<file path="src/rtl/aum_pkg.sv">
// Package for the uncorrectable error mask and severity register bank
package aum_pkg;

   // Byte offsets on the register bus
   localparam logic [9:0] OFS_STATUS = 10'h104;
   localparam logic [9:0] OFS_MASK = 10'h108;
   localparam logic [9:0] OFS_SEVERITY = 10'h10C;
   localparam logic [9:0] OFS_MEM_CTL = 10'h140;
   localparam logic [9:0] OFS_IRQ_STATUS = 10'h180;
   localparam logic [9:0] OFS_IRQ_MASK = 10'h184;
   localparam logic [9:0] OFS_FIRST_ERR = 10'h188;

   // Bit positions
   localparam int BIT_LEGACY = 0;
   localparam int BIT_LINK_PROTO = 4;
   localparam int BIT_SURPRISE_DOWN = 5;
   localparam int BIT_POISONED = 12;
   localparam int BIT_FLOW_CTRL = 13;
   localparam int BIT_COMPL_TIMEOUT = 14;
   localparam int BIT_COMPL_ABORT = 15;
   localparam int BIT_UNEXP_COMPL = 16;
   localparam int BIT_RCV_OVERFLOW = 17;
   localparam int BIT_MALFORMED = 18;
   localparam int BIT_ECRC = 19;
   localparam int BIT_UNSUP_REQ = 20;
   localparam int BIT_ACS_VIOL = 21;
   localparam int BIT_DOUBLE_BIT = 31;
   localparam int BIT_DBE_REPORT_EN = 0;

   // Writable bits of each register
   localparam logic [31:0] MASK_WR_BITS = 32'h803F_3031;
   localparam logic [31:0] SEV_WR_BITS = 32'h803F_3031;

   // Reset values
   localparam logic [31:0] MASK_RST = 32'h0000_0000;
   localparam logic [31:0] SEV_RST = 32'h0006_2030;
   localparam logic [31:0] MEM_CTL_RST = 32'h0000_0000;
   localparam logic [4:0] FIRST_ERR_RST = 5'h00;

   // Interrupt status bits
   localparam int IRQ_FATAL = 0;
   localparam int IRQ_NONFATAL = 1;
   localparam int IRQ_W = 2;

   typedef enum logic [1:0] {
      AUM_IDLE = 2'b00,
      AUM_ANSWER = 2'b01
   } aum_bus_e;

   typedef struct packed {
      logic fatal;
      logic nonfatal;
   } aum_report_s;

endpackage

</file>
<file path="src/rtl/aum_regs.sv">
// Uncorrectable error mask and severity register bank with reporting
`timescale 1ns/1ns
// Notes on behaviour
// (RL1) Masked malformed, ECRC, UR, ACS events: logged in status, no pointer update, no report.
// (RL2) Mask bits never affect the status register bits.
// (RL3) Double bit mask works only when the double bit report enable is set.
// (RL4) Double bit mask reads zero and ignores writes while report enable clear.
// (RL5) Unmasked event reports fatal if severity set, else non-fatal.
// (RL6) Severity read-write bits sit at 0, 4, 5, 12, 13, 16 to 21, and 31 while report enable set.
// (RL7) Severity bits 4, 5, 13, 17, 18 reset to one; 12, 16 to zero.
// (RL8) Completion timeout severity bit 14 is read-only zero.
// (RL9) Completer abort severity bit 15 is read-only zero.
// (RL10) Severity bit 0 is plain storage with no effect.
// (RL11) Sticky fields survive hot reset; power-on reset restores all defaults, hot reset restores only the first error pointer.
// (RL12) Reserved bits read zero and ignore writes.
module aum_regs (
   // Clock and resets
   input wire logic clk_i,
   input wire logic srst_i,
   input wire logic hot_rst_i,
   // Avalon-MM slave
   input wire logic [9:0] avs_address_i,
   input wire logic avs_read_i,
   input wire logic avs_write_i,
   input wire logic [31:0] avs_writedata_i,
   input wire logic [3:0] avs_byteenable_i,
   output logic [31:0] avs_readdata_o,
   output logic avs_waitrequest_o,
   // Error events from the port, one-cycle pulses
   input wire logic [31:0] err_event_i,
   // Reporting toward the root complex
   output logic report_fatal_o,
   output logic report_nonfatal_o,
   output logic [4:0] first_error_pointer_o,
   output logic irq_o
);

   localparam int IRQ_W_L = aum_pkg::IRQ_W;

   // Register state
   logic [31:0] status_q;
   logic [31:0] mask_q;
   logic [31:0] severity_q;
   logic [31:0] mem_ctl_q;
   logic [IRQ_W_L-1:0] irq_status_q;
   logic [IRQ_W_L-1:0] irq_mask_q;
   logic [4:0] first_err_q;
   logic first_valid_q;
   logic [31:0] readdata_q;
   aum_pkg::aum_bus_e bus_q;
   aum_pkg::aum_report_s report_q;
   logic irq_q;

   logic dbe_en;
   logic [31:0] wmask;
   logic [31:0] wdata;
   logic wr_go;
   logic [31:0] eff_mask;
   logic [31:0] evt;
   logic [31:0] unmasked;
   logic [31:0] mask_view;
   logic [31:0] sev_view;
   logic [31:0] st_clr;
   logic [4:0] first_idx;
   aum_pkg::aum_report_s report_d;
   logic found;
   logic wait_d;
   logic [31:0] first_view;
   logic [31:0] irq_st_view;
   logic [31:0] irq_msk_view;
   logic [31:0] mask_we;
   logic [31:0] sev_we;

   // Decoded write strobes, valid only in the answer cycle
   logic sel_status;
   logic sel_mask;
   logic sel_sev;
   logic sel_mem;
   logic sel_irq_st;
   logic sel_irq_msk;
   logic rd_go;
   logic rearm;
   logic [IRQ_W_L-1:0] irq_set;
   logic [IRQ_W_L-1:0] irq_clr;
   logic [IRQ_W_L-1:0] irq_pend;
   logic [31:0] readdata_d;

   assign sel_status = wr_go && (avs_address_i == aum_pkg::OFS_STATUS);
   assign sel_mask = wr_go && (avs_address_i == aum_pkg::OFS_MASK);
   assign sel_sev = wr_go && (avs_address_i == aum_pkg::OFS_SEVERITY);
   assign sel_mem = wr_go && (avs_address_i == aum_pkg::OFS_MEM_CTL);
   assign sel_irq_st = wr_go && (avs_address_i == aum_pkg::OFS_IRQ_STATUS);
   assign sel_irq_msk = wr_go && (avs_address_i == aum_pkg::OFS_IRQ_MASK);
   assign rd_go = avs_read_i && (bus_q == aum_pkg::AUM_IDLE);

   assign dbe_en = mem_ctl_q[aum_pkg::BIT_DBE_REPORT_EN];
   assign wr_go = avs_write_i && (bus_q == aum_pkg::AUM_ANSWER);
   assign wdata = avs_writedata_i;
   always_comb begin
      for (int b = 0; b < 4; b++) begin
         wmask[b*8 +: 8] = {8{avs_byteenable_i[b]}};
      end
   end

   // Double bit mask only counts when reporting is enabled
   always_comb begin
      eff_mask = mask_q;
      eff_mask[aum_pkg::BIT_DOUBLE_BIT] = mask_q[aum_pkg::BIT_DOUBLE_BIT] && dbe_en; // see (RL3)
   end

   // Double bit events only exist while reporting is enabled
   always_comb begin
      evt = err_event_i & aum_pkg::MASK_WR_BITS;
      evt[aum_pkg::BIT_LEGACY] = 1'b0; // see (RL10)
      evt[aum_pkg::BIT_DOUBLE_BIT] = err_event_i[aum_pkg::BIT_DOUBLE_BIT] && dbe_en;
   end

   assign unmasked = evt & ~eff_mask; // see (RL1)

   // Views as software reads them
   always_comb begin
      mask_view = mask_q & aum_pkg::MASK_WR_BITS; // see (RL12)
      if (!dbe_en) begin
         mask_view[aum_pkg::BIT_DOUBLE_BIT] = 1'b0; // see (RL4)
      end
   end

   // Stored bit 31 is kept, only hidden while reporting is off
   always_comb begin
      sev_view = severity_q & aum_pkg::SEV_WR_BITS; // see (RL6) (RL8) (RL9)
      if (!dbe_en) begin
         sev_view[aum_pkg::BIT_DOUBLE_BIT] = 1'b0;
      end
   end

   assign irq_st_view = {{(32-IRQ_W_L){1'b0}}, irq_status_q};
   assign irq_msk_view = {{(32-IRQ_W_L){1'b0}}, irq_mask_q};
   assign first_view = {26'h0, first_valid_q, first_err_q};

   // Per-bit write enables; bit 31 stays shut while reporting is off
   always_comb begin
      mask_we = wmask & aum_pkg::MASK_WR_BITS; // see (RL12)
      sev_we = wmask & aum_pkg::SEV_WR_BITS; // see (RL8) (RL9) (RL10)
      if (!dbe_en) begin
         mask_we[aum_pkg::BIT_DOUBLE_BIT] = 1'b0; // see (RL4)
         sev_we[aum_pkg::BIT_DOUBLE_BIT] = 1'b0;
      end
   end

   // Lowest unmasked event sets the first error pointer
   always_comb begin
      first_idx = 5'h00;
      found = 1'b0;
      for (int i = 0; i < 32; i++) begin
         if (unmasked[i] && !found) begin
            first_idx = 5'(i);
            found = 1'b1;
         end
      end
   end

   // Severity decides the message class
   always_comb begin
      report_d.fatal = |(unmasked & severity_q); // see (RL5)
      report_d.nonfatal = |(unmasked & ~severity_q); // see (RL5)
   end

   // Bus handshake: one wait cycle, then answer
   always_ff @(posedge clk_i) begin
      if (srst_i) begin
         bus_q <= aum_pkg::AUM_IDLE;
      end else begin
         case (bus_q)
            aum_pkg::AUM_IDLE: begin
               if (avs_read_i || avs_write_i) begin
                  bus_q <= aum_pkg::AUM_ANSWER;
               end
            end
            aum_pkg::AUM_ANSWER: bus_q <= aum_pkg::AUM_IDLE;
            default: bus_q <= aum_pkg::AUM_IDLE;
         endcase
      end
   end

   always_comb begin
      wait_d = 1'b1;
      if ((avs_read_i || avs_write_i) && bus_q == aum_pkg::AUM_IDLE) begin
         wait_d = 1'b0;
      end
   end

   always_ff @(posedge clk_i) begin
      if (srst_i) begin
         avs_waitrequest_o <= 1'b1;
      end else begin
         avs_waitrequest_o <= wait_d;
      end
   end

   // Read mux; unmapped reads return zero
   always_comb begin
      readdata_d = 32'h0000_0000;
      case (avs_address_i)
         aum_pkg::OFS_STATUS: readdata_d = status_q;
         aum_pkg::OFS_MASK: readdata_d = mask_view;
         aum_pkg::OFS_SEVERITY: readdata_d = sev_view;
         aum_pkg::OFS_MEM_CTL: readdata_d = mem_ctl_q & 32'h0000_0001;
         aum_pkg::OFS_IRQ_STATUS: readdata_d = irq_st_view;
         aum_pkg::OFS_IRQ_MASK: readdata_d = irq_msk_view;
         aum_pkg::OFS_FIRST_ERR: readdata_d = first_view;
         default: readdata_d = 32'h0000_0000;
      endcase
   end

   // Captured on the taken edge so it stands when waitrequest drops
   always_ff @(posedge clk_i) begin
      if (srst_i) begin
         readdata_q <= 32'h0000_0000;
      end else if (rd_go) begin
         readdata_q <= readdata_d;
      end
   end
   assign avs_readdata_o = readdata_q;

   // Sticky mask; hot reset deliberately not looked at
   always_ff @(posedge clk_i) begin
      if (srst_i) begin
         mask_q <= aum_pkg::MASK_RST; // see (RL11)
      end else if (sel_mask) begin
         for (int i = 0; i < 32; i++) begin
            if (mask_we[i]) begin // see (RL4) (RL12)
               mask_q[i] <= wdata[i];
            end
         end
      end
   end

   // Sticky severity
   always_ff @(posedge clk_i) begin
      if (srst_i) begin
         severity_q <= aum_pkg::SEV_RST; // see (RL7) (RL11)
      end else if (sel_sev) begin
         for (int i = 0; i < 32; i++) begin
            if (sev_we[i]) begin // see (RL8) (RL9) (RL10)
               severity_q[i] <= wdata[i];
            end
         end
      end
   end

   // Memory error control: report enable for double bit errors
   always_ff @(posedge clk_i) begin
      if (srst_i) begin
         mem_ctl_q <= aum_pkg::MEM_CTL_RST;
      end else if (sel_mem && avs_byteenable_i[0]) begin
         mem_ctl_q <= {31'h0, wdata[aum_pkg::BIT_DBE_REPORT_EN]};
      end
   end

   // One sticky cell per status bit; masks never reach here, set beats clear
   for (genvar g = 0; g < 32; g++) begin : g_status
      always_ff @(posedge clk_i) begin
         if (srst_i) begin
            status_q[g] <= 1'b0;
         end else if (evt[g]) begin
            status_q[g] <= 1'b1; // see (RL2)
         end else if (st_clr[g]) begin
            status_q[g] <= 1'b0;
         end
      end
   end
   assign st_clr = sel_status ? (wdata & wmask) : 32'h0;

   // Pointer re-arms once software clears the status bit it points at
   assign rearm = first_valid_q && st_clr[first_err_q];

   // First error pointer; frozen until status of that bit is cleared
   always_ff @(posedge clk_i) begin
      if (srst_i || hot_rst_i) begin
         first_err_q <= aum_pkg::FIRST_ERR_RST;
         first_valid_q <= 1'b0;
      end else if (|unmasked && (!first_valid_q || rearm)) begin
         first_err_q <= first_idx; // see (RL1)
         first_valid_q <= 1'b1;
      end else if (rearm) begin
         first_valid_q <= 1'b0;
      end
   end

   // Message pulses to the root complex
   always_ff @(posedge clk_i) begin
      if (srst_i) begin
         report_q.fatal <= 1'b0;
      end else begin
         report_q.fatal <= report_d.fatal; // see (RL1) (RL5)
      end
   end

   always_ff @(posedge clk_i) begin
      if (srst_i) begin
         report_q.nonfatal <= 1'b0;
      end else begin
         report_q.nonfatal <= report_d.nonfatal; // see (RL1) (RL5)
      end
   end

   // Interrupt causes; set wins over a write-one-clear in the same cycle
   always_comb begin
      irq_set = '0;
      irq_set[aum_pkg::IRQ_FATAL] = report_d.fatal;
      irq_set[aum_pkg::IRQ_NONFATAL] = report_d.nonfatal;
      irq_clr = '0;
      if (sel_irq_st && avs_byteenable_i[0]) begin
         irq_clr = wdata[IRQ_W_L-1:0];
      end
   end

   always_ff @(posedge clk_i) begin
      if (srst_i) begin
         irq_status_q <= '0;
      end else begin
         irq_status_q <= (irq_status_q & ~irq_clr) | irq_set;
      end
   end

   always_ff @(posedge clk_i) begin
      if (srst_i) begin
         irq_mask_q <= '0;
      end else if (sel_irq_msk && avs_byteenable_i[0]) begin
         irq_mask_q <= wdata[IRQ_W_L-1:0];
      end
   end

   assign irq_pend = irq_status_q & irq_mask_q;

   always_ff @(posedge clk_i) begin
      if (srst_i) begin
         irq_q <= 1'b0;
      end else begin
         irq_q <= |irq_pend;
      end
   end

   assign report_fatal_o = report_q.fatal;
   assign report_nonfatal_o = report_q.nonfatal;
   assign first_error_pointer_o = first_err_q;
   assign irq_o = irq_q;

endmodule

</file>
<file path="config.mk">
export PLATFORM = sky130hd
export DESIGN_NAME = aum_regs
export DESIGN_NICKNAME = d
export VERILOG_FILES = /design/src/rtl/aum_pkg.sv /design/src/rtl/aum_regs.sv
export SDC_FILE = /design/constraint.sdc
export NUM_CORES = 1
export LEC_CHECK = 0
export BUFFER_PORTS_ARGS = -buffer_cell sky130_fd_sc_hd__clkbuf_2
export CORE_MARGIN = 3
export CORE_UTILIZATION = 50
export CTS_CLUSTER_DIAMETER = 30
export DETAILED_ROUTE_END_ITERATION = 7
export PLACE_DENSITY_LB_ADDON = 0.1
export SLEW_MARGIN = 10
export SYNTH_ARGS = -nofsm -noshare
export SYNTH_HDL_FRONTEND = slang
export SYNTH_SLANG_ARGS = --single-unit
</file>
<file path="constraint.sdc">
create_clock -name clk_i -period 3.7 [get_ports clk_i]
set_input_delay 0.74 -clock clk_i [delete_from_list [all_inputs] [get_ports clk_i]]
set_output_delay 0.74 -clock clk_i [all_outputs]
set_load 0.02 [all_outputs]
</file>
Yosys cells after proc, flatten, opt, wreduce, memory -nomap -nowiden
Index checks and enable logic that the tools add are counted.
- multiplexer cells: 95
- bitwise gates (word level): 11
- order comparisons: 1
- equal/unequal tests: 7
- reduce and logical (&&, ||, !) cells: 108
- operator list (kind ; number):
    $pmux W32 S7 ; 1
    $and A32 B32 Y32 ; 4
    $reduce_or A32 Y1 ; 3
    $mux W5 ; 16
    $eq A10 B9 Y1 const B ; 7
    $not A32 Y32 ; 2
    $mux W1 ; 61
    $logic_and A1 B1 Y1 ; 47
    $logic_not A1 Y1 ; 32
    $mux W32 ; 1
    $mux W4 ; 8
    $reduce_bool A2 Y1 ; 12
    $reduce_and A2 Y1 ; 8
    $mux W3 ; 4
    $lt A5 B6 Y1 const B ; 1
    $mux W2 ; 3
    $bmux W1 S5 ; 1
    $and A2 B2 Y2 ; 2
    $reduce_or A2 Y1 ; 2
    $logic_or A1 B1 Y1 ; 3
    $logic_not A2 Y1 ; 1
    $not A2 Y2 ; 1
    $or A2 B2 Y2 ; 1
    $not A1 Y1 ; 1
- bits in registers: 83
- input port bits: 83
- logic and storage cells: 252

Depth between registers and ports, before layout
Gate-level depths: netlist of run 1.
- depth after elaboration: 97
- gate-level depth with buffers: 9
- depth with buffers taken out: 7

Worst setup path before layout of run 1
No wires, ideal clock.
- kind: input-to-reg
- from: input avs_address_i[9]
- to: register first_valid_q
- buffers on the path: 0
- cell stages on the path: 6
- data arrival time: 2.784 ns
- setup slack: 0.794 ns
- required time: 3.578 ns
- path through: or4b_4 nor4b_4 a21oi_1 or3_4 o221a_4 o31a_2
- word-level cells in the longest chain between the ends: 9
- elaborated cells between the ends (all ways): 10
- those cells by class: eq/ne (1); mux (4); reduce/logical (5)
- ends and longest elaborated chain (element ; RTL line ; source):
    start: declaration ; aum_regs.sv:22 ; input wire logic [9:0] avs_address_i,
    $eq A10 B9 Y1 (*) ; aum_regs.sv:88 ; assign sel_status = wr_go && (avs_address_i == aum_pkg::OFS_STATUS);
    $logic_and A1 B1 Y1 (*) ; aum_regs.sv:88 ;
    $mux W32 (*) ; aum_regs.sv:272 ; assign st_clr = sel_status ? (wdata & wmask) : 32'h0;
    $bmux W1 S5 (*) ; aum_regs.sv:275 ; assign rearm = first_valid_q && st_clr[first_err_q];
    $mux W1 (implied by the code) (*) ; aum_regs.sv:275 ;
    $logic_and A1 B1 Y1 (*) ; aum_regs.sv:275 ;
    $logic_or A1 B1 Y1 ; aum_regs.sv:282 ; end else if (|unmasked && (!first_valid_q || rearm)) begin
    $logic_and A1 B1 Y1 ; aum_regs.sv:282 ;
    $mux W1 or $reduce_bool A2 Y1 (tied branches) ; - ;
    end signal: assignment ; aum_regs.sv:281 ; first_valid_q <= 1'b0;
    end signal: assignment ; aum_regs.sv:284 ; first_valid_q <= 1'b1;
    end signal: assignment ; aum_regs.sv:286 ; first_valid_q <= 1'b0;
    end: declaration ; aum_regs.sv:48 ; logic first_valid_q;
Mark *: on every way between the ends. The rest lies on a longest branch, timed or not. The select of a mux whose other input is x is not followed.
A chain may end at the register's enable or synchronous reset.

Worst setup path in the final report of run 1
- from: input avs_address_i[9]
- to: register severity_q[19]
- word-level cells in the longest chain between the ends: 3
- ends and longest elaborated chain (element ; RTL line ; source):
    $eq A10 B9 Y1 ; aum_regs.sv:90 ; assign sel_sev = wr_go && (avs_address_i == aum_pkg::OFS_SEVERITY);
    $logic_and A1 B1 Y1 ; aum_regs.sv:90 ;
    $reduce_and A2 Y1 (no source line) ; - ;
    end signal: assignment ; aum_regs.sv:241 ; severity_q <= aum_pkg::SEV_RST;
    end signal: indexed assignment ; aum_regs.sv:245 ; severity_q[i] <= wdata[i];
    end: declaration ; aum_regs.sv:43 ; logic [31:0] severity_q;
No other way between the ends.

==> impl_metrics.py, run 1 <==
metrics = {
    "status": {
        "run_status": "completed",
    },
    "cells_and_area": {
        "multi_input_area_um2": 2090,
        "diodes": 0,
        "syn2layout_area_growth_pct": 19.2,
        "layout-drive-gt1-share_pct": 23.8,
        "seq_area_um2": 1320,
        "fillers": 656,
        "layout.nets": 608,
        "instances_no_fill": 626,
        "final_util_pct": 62.2,
    },
    "timing": {
        "fin_crit_sh_pct": 74.8,
        "hold_viol": 0,
        "worst_pin_slew_ns": 0.872,
        "layout_min_cycle_time_ns": 2.77,
        "fin_skew_ns": 0.00945,
        "fin_tns_setup_ns": 0,
        "grt_setup_unrepaired": "false",
        "slew_headroom_pct": 41.8,
        "fmax_mhz": 361,
        "setup_viol": 0,
        "finalMaxSlewViolations": 0,
    },
    "floorplanning": {
        "dieArea_um2": 8260,
        "start_util_pct": 52.2,
        "rows": 30,
        "die_h_um": 90.9,
        "fp.dieW_um": 90.9,
        "design.portCount": 124,
        "core_um2": 6910,
    },
    "worst_setup_path": {
        "critPathMaxStageDelay_ns": 0.57,
        "critPathLaunchType": "input port",
        "cp_slowest_cell": "or4b_4",
        "r2r_start": "first_error_pointer_o[2]",
        "end_kind": "flip-flop",
        "cp_cell_sequence": "clkbuf_2 -> or4b_4 -> nor2_1 -> nand4_1 -> buf_4 -> nor2_1 -> nand2_1 -> a21oi_1",
        "crit_top_cell": "nor2_1",
        "critPathLaunch": "avs_address_i[9]",
        "cp_data_required_time_ns": 3.98,
        "crit_buf_inv": 2,
        "critPathTopFamily": "simple AND/OR/NAND/NOR gates",
        "arrival_ns": 3.04,
        "crit_fanout": 7,
        "critical_path_class": "in2reg",
    },
    "clock_tree": {
        "clkTransAtPathRegs_ns": 0.08,
        "numCtsBuffers": 9,
        "ctsHoldBuffers": 0,
        "htreeDepth": 3,
        "clockBufferDepth": 2,
        "tritoncts": "done",
        "cts_root_buf": "clkbuf_8",
        "cts_sinks": 66,
        "cts_resized": 0,
        "clk_latency_ns": 0.35,
        "post_cts_buffers": 0,
    },
    "placed_design": {
        "place_congestion": 0.923,
        "placedCellCount": 610,
        "io_buffer_count": 85,
        "dpl.hpwl_mm": 8.01,
    },
    "detailed_routing": {
        "ant_nets": 0,
        "drt-initial-drc-count": 242,
        "wirelength_mm": 10.9,
        "drc": 0,
        "viasPerCell": 5.87,
        "num_vias": 3677,
        "drtPass1Iterations": 6,
        "wl_per_cell_um": 17.5,
    },
    "synthesis": {
        "ys_async_sr_fraction_pct": 0,
        "synth_flop_cell": "dfxtp_1",
        "synth-warning-count": 0,
        "synthCells": 446,
        "synth_cell_types": 53,
        "synth_seq_cells": 66,
        "synth.most_common_cell": "nor2_1",
        "synth_edf_count": 0,
        "yosys-top-cells-count": "nor2_1 (67), dfxtp_1 (66), nand2_1 (42), a21oi_1 (37), mux2i_1 (29)",
        "syn_area_um2": 3600,
        "synth_top_cell_area_share_pct": 36.7,
        "yosysSeqAreaShare_pct": 36.7,
        "ys_top_cells_by_area": "dfxtp_1 (37%), mux2i_1 (8.1%), nor2_1 (7.0%)",
        "synth_area_per_cell_um2": 8.08,
        "yosysTopAreaCell": "dfxtp_1",
    },
    "global_route": {
        "grt_start_max_net_pins": 32,
        "globalRouteTotalUtil_pct": 26.3,
        "gr-total-overflow": 0,
        "antenna_found_initial": 0,
        "grt_pass1_wl_mm": 17.4,
        "grt_pass1_vias": 3451,
    },
    "flow_run": {
        "cap_violations": 0,
    },
    "power_and_ir_drop": {
        "powerDensity_nw_per_um2": 391,
        "power_w": 0.00168,
        "ir_drop_uv": 278,
        "leakage_nw": 1.76,
    },
    "hold_path": {
        "hp-class": "reg2reg",
        "min_from": "avs_readdata_o[0]",
    },
}
through the flow:
step / hold slack (ns) / instance area (µm²) / setup WS [ns]
after CTS: 0.463 / 4290 / 0.970
final: 0.462 / 4290 / 0.934
after global routing: 0.505 / 4290 / 0.818
after floorplan: 0.432 / 3660 / 0.794
after global placement: 0.445 / 4040 / 0.705
after detailed placement: 0.450 / 4040 / 0.629
layout make-up:
| class | instances | area share [%] |
|---|---|---|
| multi-input cells | 347 | 48.7 |
| well taps | 96 | 2.80 |
| inverters | 9 | 0.787 |
| repair buffers | 92 | 11.1 |
| flip-flops and latches | 66 | 30.8 |
| clock inverters | 7 | 2.91 |
| clock buffers | 9 | 2.89 |
per-layer routing:
layer | GRT usage [%] | share of wire, %
met4 | 7.66 | 1.5
met2 | 40.9 | 45
met3 | 7.08 | 8.8
met5 | 0 | 0
met1 | 35.7 | 45
cells in the final DEF (no fill, tap or decap), types with 10 or more instances in the layout:
cell type | netlist | final
a21oi_1 | 37 | 37
a22oi_1 | 10 | 10
clkbuf_2 | 0 | 85
conb_1 | 1 | 17
dfxtp_1 | 66 | 66
mux2i_1 | 29 | 29
nand2_1 | 42 | 42
nand2b_1 | 10 | 10
nand3_1 | 18 | 18
nor2_1 | 67 | 67
nor2b_1 | 11 | 11
o21ai_0 | 18 | 18
worst paths after layout:
check / to / slack [ns] / cells past startpoint
worst max-delay path: severity_q[19] / 0.93 / 8
worst min-delay path: avs_readdata_o[0] / 0.46 / 2
worst max register to register: first_error_pointer_o[0] / 1.19 / 7
worst min register to register: avs_readdata_o[0] / 0.46 / 2
cells by family (layout without fill, tap and decap cells):
logic type             count (synthesis)  in the layout  synth area share (%)
other                                  1             17                 0.104
AND/OR/NAND/NOR                      183            183                  24.9
flip-flops                            66             66                  36.7
buffers and inverters                 49            117                  6.95
multiplexers                          33             33                  9.93
AO/OA/AOI/OAI                        114            114                  21.4
worst min-delay path, cell delays in order (launching register included):
cell	delay, ns
dfxtp_1	0.32
nand2_1	0.05
a21oi_1	0.05
sequential cells by signal, summed over array words and instances, names as in the netlist, 2 cells and up:
| signal | flops |
|---|---|
| severity_q | 12 |
| mask_q | 12 |
| irq_mask_q | 2 |
| status_q | 11 |
| avs_readdata_o | 15 |
| irq_status_q | 2 |
| first_error_pointer_o | 5 |
power by group:
| group | switching [W] | total (W) | internal (W) |
|---|---|---|---|
| Sequential | 0.0000170 | 0.000742 | 0.000725 |
| Combinational | 0.000109 | 0.000177 | 0.0000680 |
| Clock | 0.000304 | 0.000759 | 0.000455 |
Note: power is estimated with default switching activity, not from simulation.
==> run 2, diff against run 1 <==
ABC_AREA = 1   (was default)
CORE_UTILIZATION = 46   (was 50)
clock period = 2.5 ns   (was 3.7 ns; I/O delays follow)
==> impl_metrics.py, run 2 <==
metrics = {
    "synthesis": {
        "synth_cell_types": 43,
        "synth_top_cell_area_share_pct": 34.8,
        "synth_edf_count": 0,
        "yosysSeqAreaShare_pct": 34.8,
        "yosysTopAreaCell": "dfxtp_1",
        "syn_area_um2": 3790,
        "synth-warning-count": 0,
        "synthCells": 566,
        "synth_flop_cell": "dfxtp_1",
        "ys_top_cells_by_area": "dfxtp_1 (35%), nand2_1 (12%), a21oi_1 (6.7%)",
        "yosys-top-cells-count": "nand2_1 (121), inv_1 (68), dfxtp_1 (66), nor2_1 (58), a21oi_1 (51)",
        "ys_async_sr_fraction_pct": 0,
        "synth_seq_cells": 66,
        "synth_area_per_cell_um2": 6.70,
        "synth.most_common_cell": "nand2_1",
    },
    "timing": {
        "fin_tns_setup_ns": 0,
        "fin_skew_ns": 0.0112,
        "worst_pin_slew_ns": 0.714,
        "slew_headroom_pct": 52.3,
        "finalMaxSlewViolations": 0,
        "hold_ws_ns": 0.381,
        "hold_viol": 0,
        "layout_min_cycle_time_ns": 2.04,
        "grt_setup_unrepaired": "false",
        "setup_viol": 0,
        "fin_crit_sh_pct": 81.5,
        "fmax_mhz": 491,
    },
    "global_route": {
        "antenna_found_initial": 0,
        "grt_pass1_vias": 3779,
        "globalRouteTotalUtil_pct": 24.7,
        "grtUsageMet3_pct": 6.49,
        "grt_use_met1_pct": 33.0,
        "gr-total-overflow": 0,
        "grt_util_met2_pct": 38.5,
        "grt_pass1_wl_mm": 18.7,
        "grt.busiest_layer": "met2",
        "grt_start_max_net_pins": 37,
    },
    "cells_and_area": {
        "finalInstanceArea_um2": 4460,
        "layout.nets": 740,
        "layout-drive-gt1-share_pct": 23.1,
        "largest_reg_flops": 15,
        "final_common_cell": "nand2_1",
        "final_util_pct": 56.8,
        "final_cell_mix": "nand2_1 (121), clkbuf_2 (85), inv_1 (68), dfxtp_1 (66), nor2_1 (58)",
        "fillers": 829,
        "syn2layout_area_growth_pct": 17.5,
        "diodes": 0,
    },
    "detailed_routing": {
        "drc": 0,
        "drt-initial-drc-count": 167,
        "viasPerCell": 5.26,
        "ant_nets": 0,
        "wirelength_mm": 11.6,
        "num_vias": 4018,
        "drtPass1Iterations": 5,
        "wl_per_cell_um": 15.2,
    },
    "placed_design": {
        "place_area_um2": 4290,
        "place_congestion": 0.901,
        "io_buffer_count": 85,
        "dpl.hpwl_mm": 8.91,
    },
    "floorplanning": {
        "fp.dieW_um": 96.8,
        "core_um2": 7850,
        "rows": 32,
        "die_h_um": 96.8,
        "design.portCount": 124,
        "start_util_pct": 48.4,
        "dieArea_um2": 9380,
    },
    "clock_tree": {
        "post_cts_buffers": 0,
        "ctsHoldBuffers": 0,
        "cts_resized": 0,
        "tritoncts": "done",
        "clkTransAtPathRegs_ns": 0.08,
        "clockBufferDepth": 2,
        "numCtsBuffers": 9,
        "htreeDepth": 3,
        "cts_root_buf": "clkbuf_8",
        "clk_latency_ns": 0.35,
        "cts_sinks": 66,
    },
    "hold_path": {
        "hp-class": "in2reg",
    },
    "power_and_ir_drop": {
        "powerDensity_nw_per_um2": 489,
        "ir_drop_uv": 204,
        "intPower_w": 0.00153,
        "leakage_nw": 2.08,
        "pwr-share-comb_pct": 13.7,
        "pwr-share-seq_pct": 49.9,
        "pwr-share-clk_pct": 36.4,
        "p_sw_w": 0.000656,
        "netSwitchingFraction_pct": 30.1,
    },
    "worst_setup_path": {
        "cp_data_required_time_ns": 2.74,
        "ff2ff_setup_slack_ns": 0.46,
        "cp_slowest_cell": "dfxtp_1",
        "end_kind": "flip-flop",
        "cp_cell_sequence": "inv_2 -> nor2_1 -> nor2_1 -> o21ai_0 -> o21ai_1 -> inv_1 -> nand2_1 -> nand2_1 -> nand2_2 -> nand2_2 -> nand2_4 -> a21oi_1 -> nor2_1",
        "crit_top_cell": "nor2_1",
        "arrival_ns": 2.27,
        "critical_path_class": "reg2reg",
        "crit_fanout": 16,
        "critPathLaunchType": "flip-flop",
        "critPathMaxStageDelay_ns": 0.58,
    },
    "status": {
        "run_status": "completed",
    },
    "flow_run": {
        "cap_violations": 0,
    },
}
[run 2: final cells by class]
class | count | area (µm²) | share of cell area [%]
clock inverters | 7 | 46.3 | 1.04
well taps | 102 | 128 | 2.86
multi-input cells | 404 | 2020 | 45.3
inverters | 77 | 289 | 6.48
clock buffers | 9 | 124 | 2.78
repair buffers | 99 | 531 | 11.9
flip-flops and latches | 66 | 1320 | 29.6
[run 2: power groups by stage]
stage | combinational (W) | sequential [W] | clock (W)
4_1_cts | 0.000299 | 0.00109 | 0.000811
3_3_place_gp | 0.000292 | 0.00111 | 0
2_1_floorplan | 0.000192 | 0.00112 | 0
6_report | 0.000299 | 0.00109 | 0.000794
5_1_grt | 0.000333 | 0.00109 | 0.000863
3_5_place_dp | 0.000297 | 0.00111 | 0
[run 2: worst max-delay path, delay by kind of cell (launching register included)]
family,cells,cell delay [ns]
flip-flops,1,0.58
AND/OR/NAND/NOR,8,0.64
AO/OA/AOI/OAI,3,0.39
buffers and inverters,2,0.33
[run 2: path summary, 6_finish.rpt]
path / end / startpoint / depth (start not counted)
worst max-delay path: first_error_pointer_o[0] / first_error_pointer_o[0] / 13
worst min-delay path: status_q[16] / err_event_i[16] / 3
worst max register to register: first_error_pointer_o[0] / first_error_pointer_o[0] / 13
worst min register to register: severity_q[0] / severity_q[0] / 2
[run 2: logic make-up after synthesis]
family,share of synthesized area (%)
buf+inv,13.5
simple gates,31.2
other cells,0.0988
flops,34.8
compound gates,20.4
[run 2: routing by layer]
layer,wire (µm),part of all wire (%)
met3,1090,9.4
met1,5160,45
met5,0,0
met4,206,1.8
met2,5130,44
[run 2: per-stage QoR]
step                      setup WS (ns)  power, W  std cells
final                             0.462   0.00218        764
after global placement            0.245   0.00141        748
after global routing              0.218   0.00229        764
after detailed placement          0.193   0.00141        748
after floorplan                   0.685   0.00131        582
after CTS                         0.478   0.00220        764
==> run 3, diff against run 2 <==
CORE_UTILIZATION = 51   (was 46)
clock period = 1.95 ns   (was 2.5 ns; I/O delays follow)
==> impl_metrics.py, run 3 (same netlist as run 2, synthesis figures left out) <==
metrics = {
    "floorplanning": {
        "design.portCount": 124,
        "fp.dieW_um": 92.3,
        "dieArea_um2": 8510,
        "start_util_pct": 54.1,
        "rows": 30,
        "core_um2": 7020,
        "die_h_um": 92.3,
    },
    "cells_and_area": {
        "finalInstanceArea_um2": 4830,
        "multi_input_area_um2": 2060,
        "largest_reg_flops": 15,
        "layout.nets": 780,
        "fillers": 635,
        "final_util_pct": 68.9,
        "final_cell_mix": "nand2_1 (119), clkbuf_2 (85), inv_1 (68), dfxtp_1 (64), nor2_1 (57)",
        "layout-drive-gt1-share_pct": 28.2,
        "seq_area_um2": 1320,
        "syn2layout_area_growth_pct": 27.4,
        "diodes": 0,
        "final_common_cell": "nand2_1",
    },
    "worst_setup_path": {
        "crit_end": "first_error_pointer_o[1]",
        "r2r_start": "mask_q[5]",
        "cp_data_required_time_ns": 2.23,
        "crit_fanout": 3,
        "critical_path_class": "reg2reg",
        "critPathLaunchType": "flip-flop",
        "end_kind": "flip-flop",
        "ff2ff_setup_slack_ns": 0.14,
        "r2r_end": "first_error_pointer_o[1]",
        "arrival_ns": 2.09,
        "reg2reg_depth": 14,
        "critPathLaunch": "mask_q[5]",
    },
    "clock_tree": {
        "clockBufferDepth": 2,
        "htreeDepth": 3,
        "clk_latency_ns": 0.34,
        "cts_sinks": 66,
        "tritoncts": "done",
        "numCtsBuffers": 9,
        "clkTransAtPathRegs_ns": 0.08,
        "cts_root_buf": "clkbuf_8",
    },
    "power_and_ir_drop": {
        "powerDensity_nw_per_um2": 622,
        "leakage_nw": 2.31,
        "power_w": 0.00301,
        "ir_drop_uv": 365,
    },
    "detailed_routing": {
        "viasPerCell": 5.37,
        "drtPass1Iterations": 7,
        "drt-initial-drc-count": 248,
        "num_vias": 4277,
        "wl_per_cell_um": 14.7,
        "drc": 0,
        "wirelength_mm": 11.7,
        "ant_nets": 0,
    },
    "status": {
        "run_status": "completed",
    },
    "global_route": {
        "globalRouteTotalUtil_pct": 27.0,
        "grt_pass1_vias": 3758,
        "grt_start_max_net_pins": 25,
        "antenna_found_initial": 0,
        "grt_pass1_wl_mm": 18.1,
        "gr-total-overflow": 0,
    },
    "timing": {
        "hold_ws_ns": 0.290,
        "hold_viol": 0,
        "setup_viol": 0,
        "fin_ws_ns": 0.139,
        "fmax_mhz": 552,
        "layout_min_cycle_time_ns": 1.81,
        "fin_skew_ns": 0.0114,
        "finalMaxSlewViolations": 0,
        "fin_crit_sh_pct": 92.9,
    },
    "flow_run": {
        "cap_violations": 0,
    },
    "placed_design": {
        "dpl.hpwl_mm": 9.26,
        "io_buffer_count": 85,
        "pre_cts_slack_ns": -0.155,
        "place_congestion": 0.935,
        "place_area_um2": 4580,
    },
    "hold_path": {
        "hp-class": "in2reg",
    },
}
run 3: stage by stage:
step,std cells,TNS [ns]
2_1_floorplan,582,0
3_3_place_gp,781,-0.432
3_5_place_dp,781,-0.738
4_1_cts,796,0
5_1_grt,797,-0.0523
6_report,797,0
run 3: area by class of cell:
| type | instances | area share [%] |
|---|---|---|
| clock buffers | 13 | 3.49 |
| clock inverters | 2 | 0.725 |
| inverters | 77 | 6.03 |
| multi-input cells | 404 | 42.5 |
| flip-flops and latches | 66 | 27.4 |
| well taps | 96 | 2.48 |
| repair buffers | 139 | 17.3 |
run 3: repair_timing:
item / 4_1_cts / 5_1_grt
resized for setup: 0 / 14
endpoints found under the setup margin: 0 / 4
hold buffers: 0 / 0
buffers inserted: 0 / 1
run 3: critical path, cell delays in order, from the launching register on:
cell	delay, ns
dfxtp_1	0.32
inv_2	0.05
nand2_1	0.08
nand2_1	0.09
inv_1	0.08
nand3_2	0.10
nor2_4	0.16
nand2_2	0.10
nor2_4	0.14
nand2_2	0.09
nor3_4	0.22
a31oi_2	0.07
nand3_1	0.11
nand2_1	0.06
nor2_1	0.10
run 3: worst min path at each step:
| stage | from | endpoint | slack, ns | cells past startpoint |
|---|---|---|---|---|
| final | err_event_i[21] | status_q[21] | 0.29 | 3 |
| after CTS | err_event_i[19] | status_q[19] | 0.28 | 3 |
| after floorplan | severity_q[0] | severity_q[0] | 0.42 | 2 |
| after detailed placement | severity_q[0] | severity_q[0] | 0.44 | 2 |
| after global routing | err_event_i[21] | status_q[21] | 0.30 | 3 |
| after global placement | severity_q[0] | severity_q[0] | 0.43 | 2 |
run 3: where the power goes:
| part | internal [W] | switching [W] | leakage, nW |
|---|---|---|---|
| registers | 0.00138 | 0.0000188 | 0.539 |
| clock network | 0.000688 | 0.000506 | 0.106 |
| logic | 0.000150 | 0.000270 | 1.66 |
| total | 0.00221 | 0.000795 | 2.31 |
run 3: metal layers:
| layer | vias up | part of all wire (%) | GRT usage (%) |
|---|---|---|---|
| met3 | 16 | 8.3 | 4.43 |
| met1 | 1953 | 44 | 36.3 |
| met5 | - | 0 | 0 |
| met4 | 0 | 1.7 | 7.67 |
| li1 | 2101 | - | - |
| met2 | 207 | 46 | 44.6 |
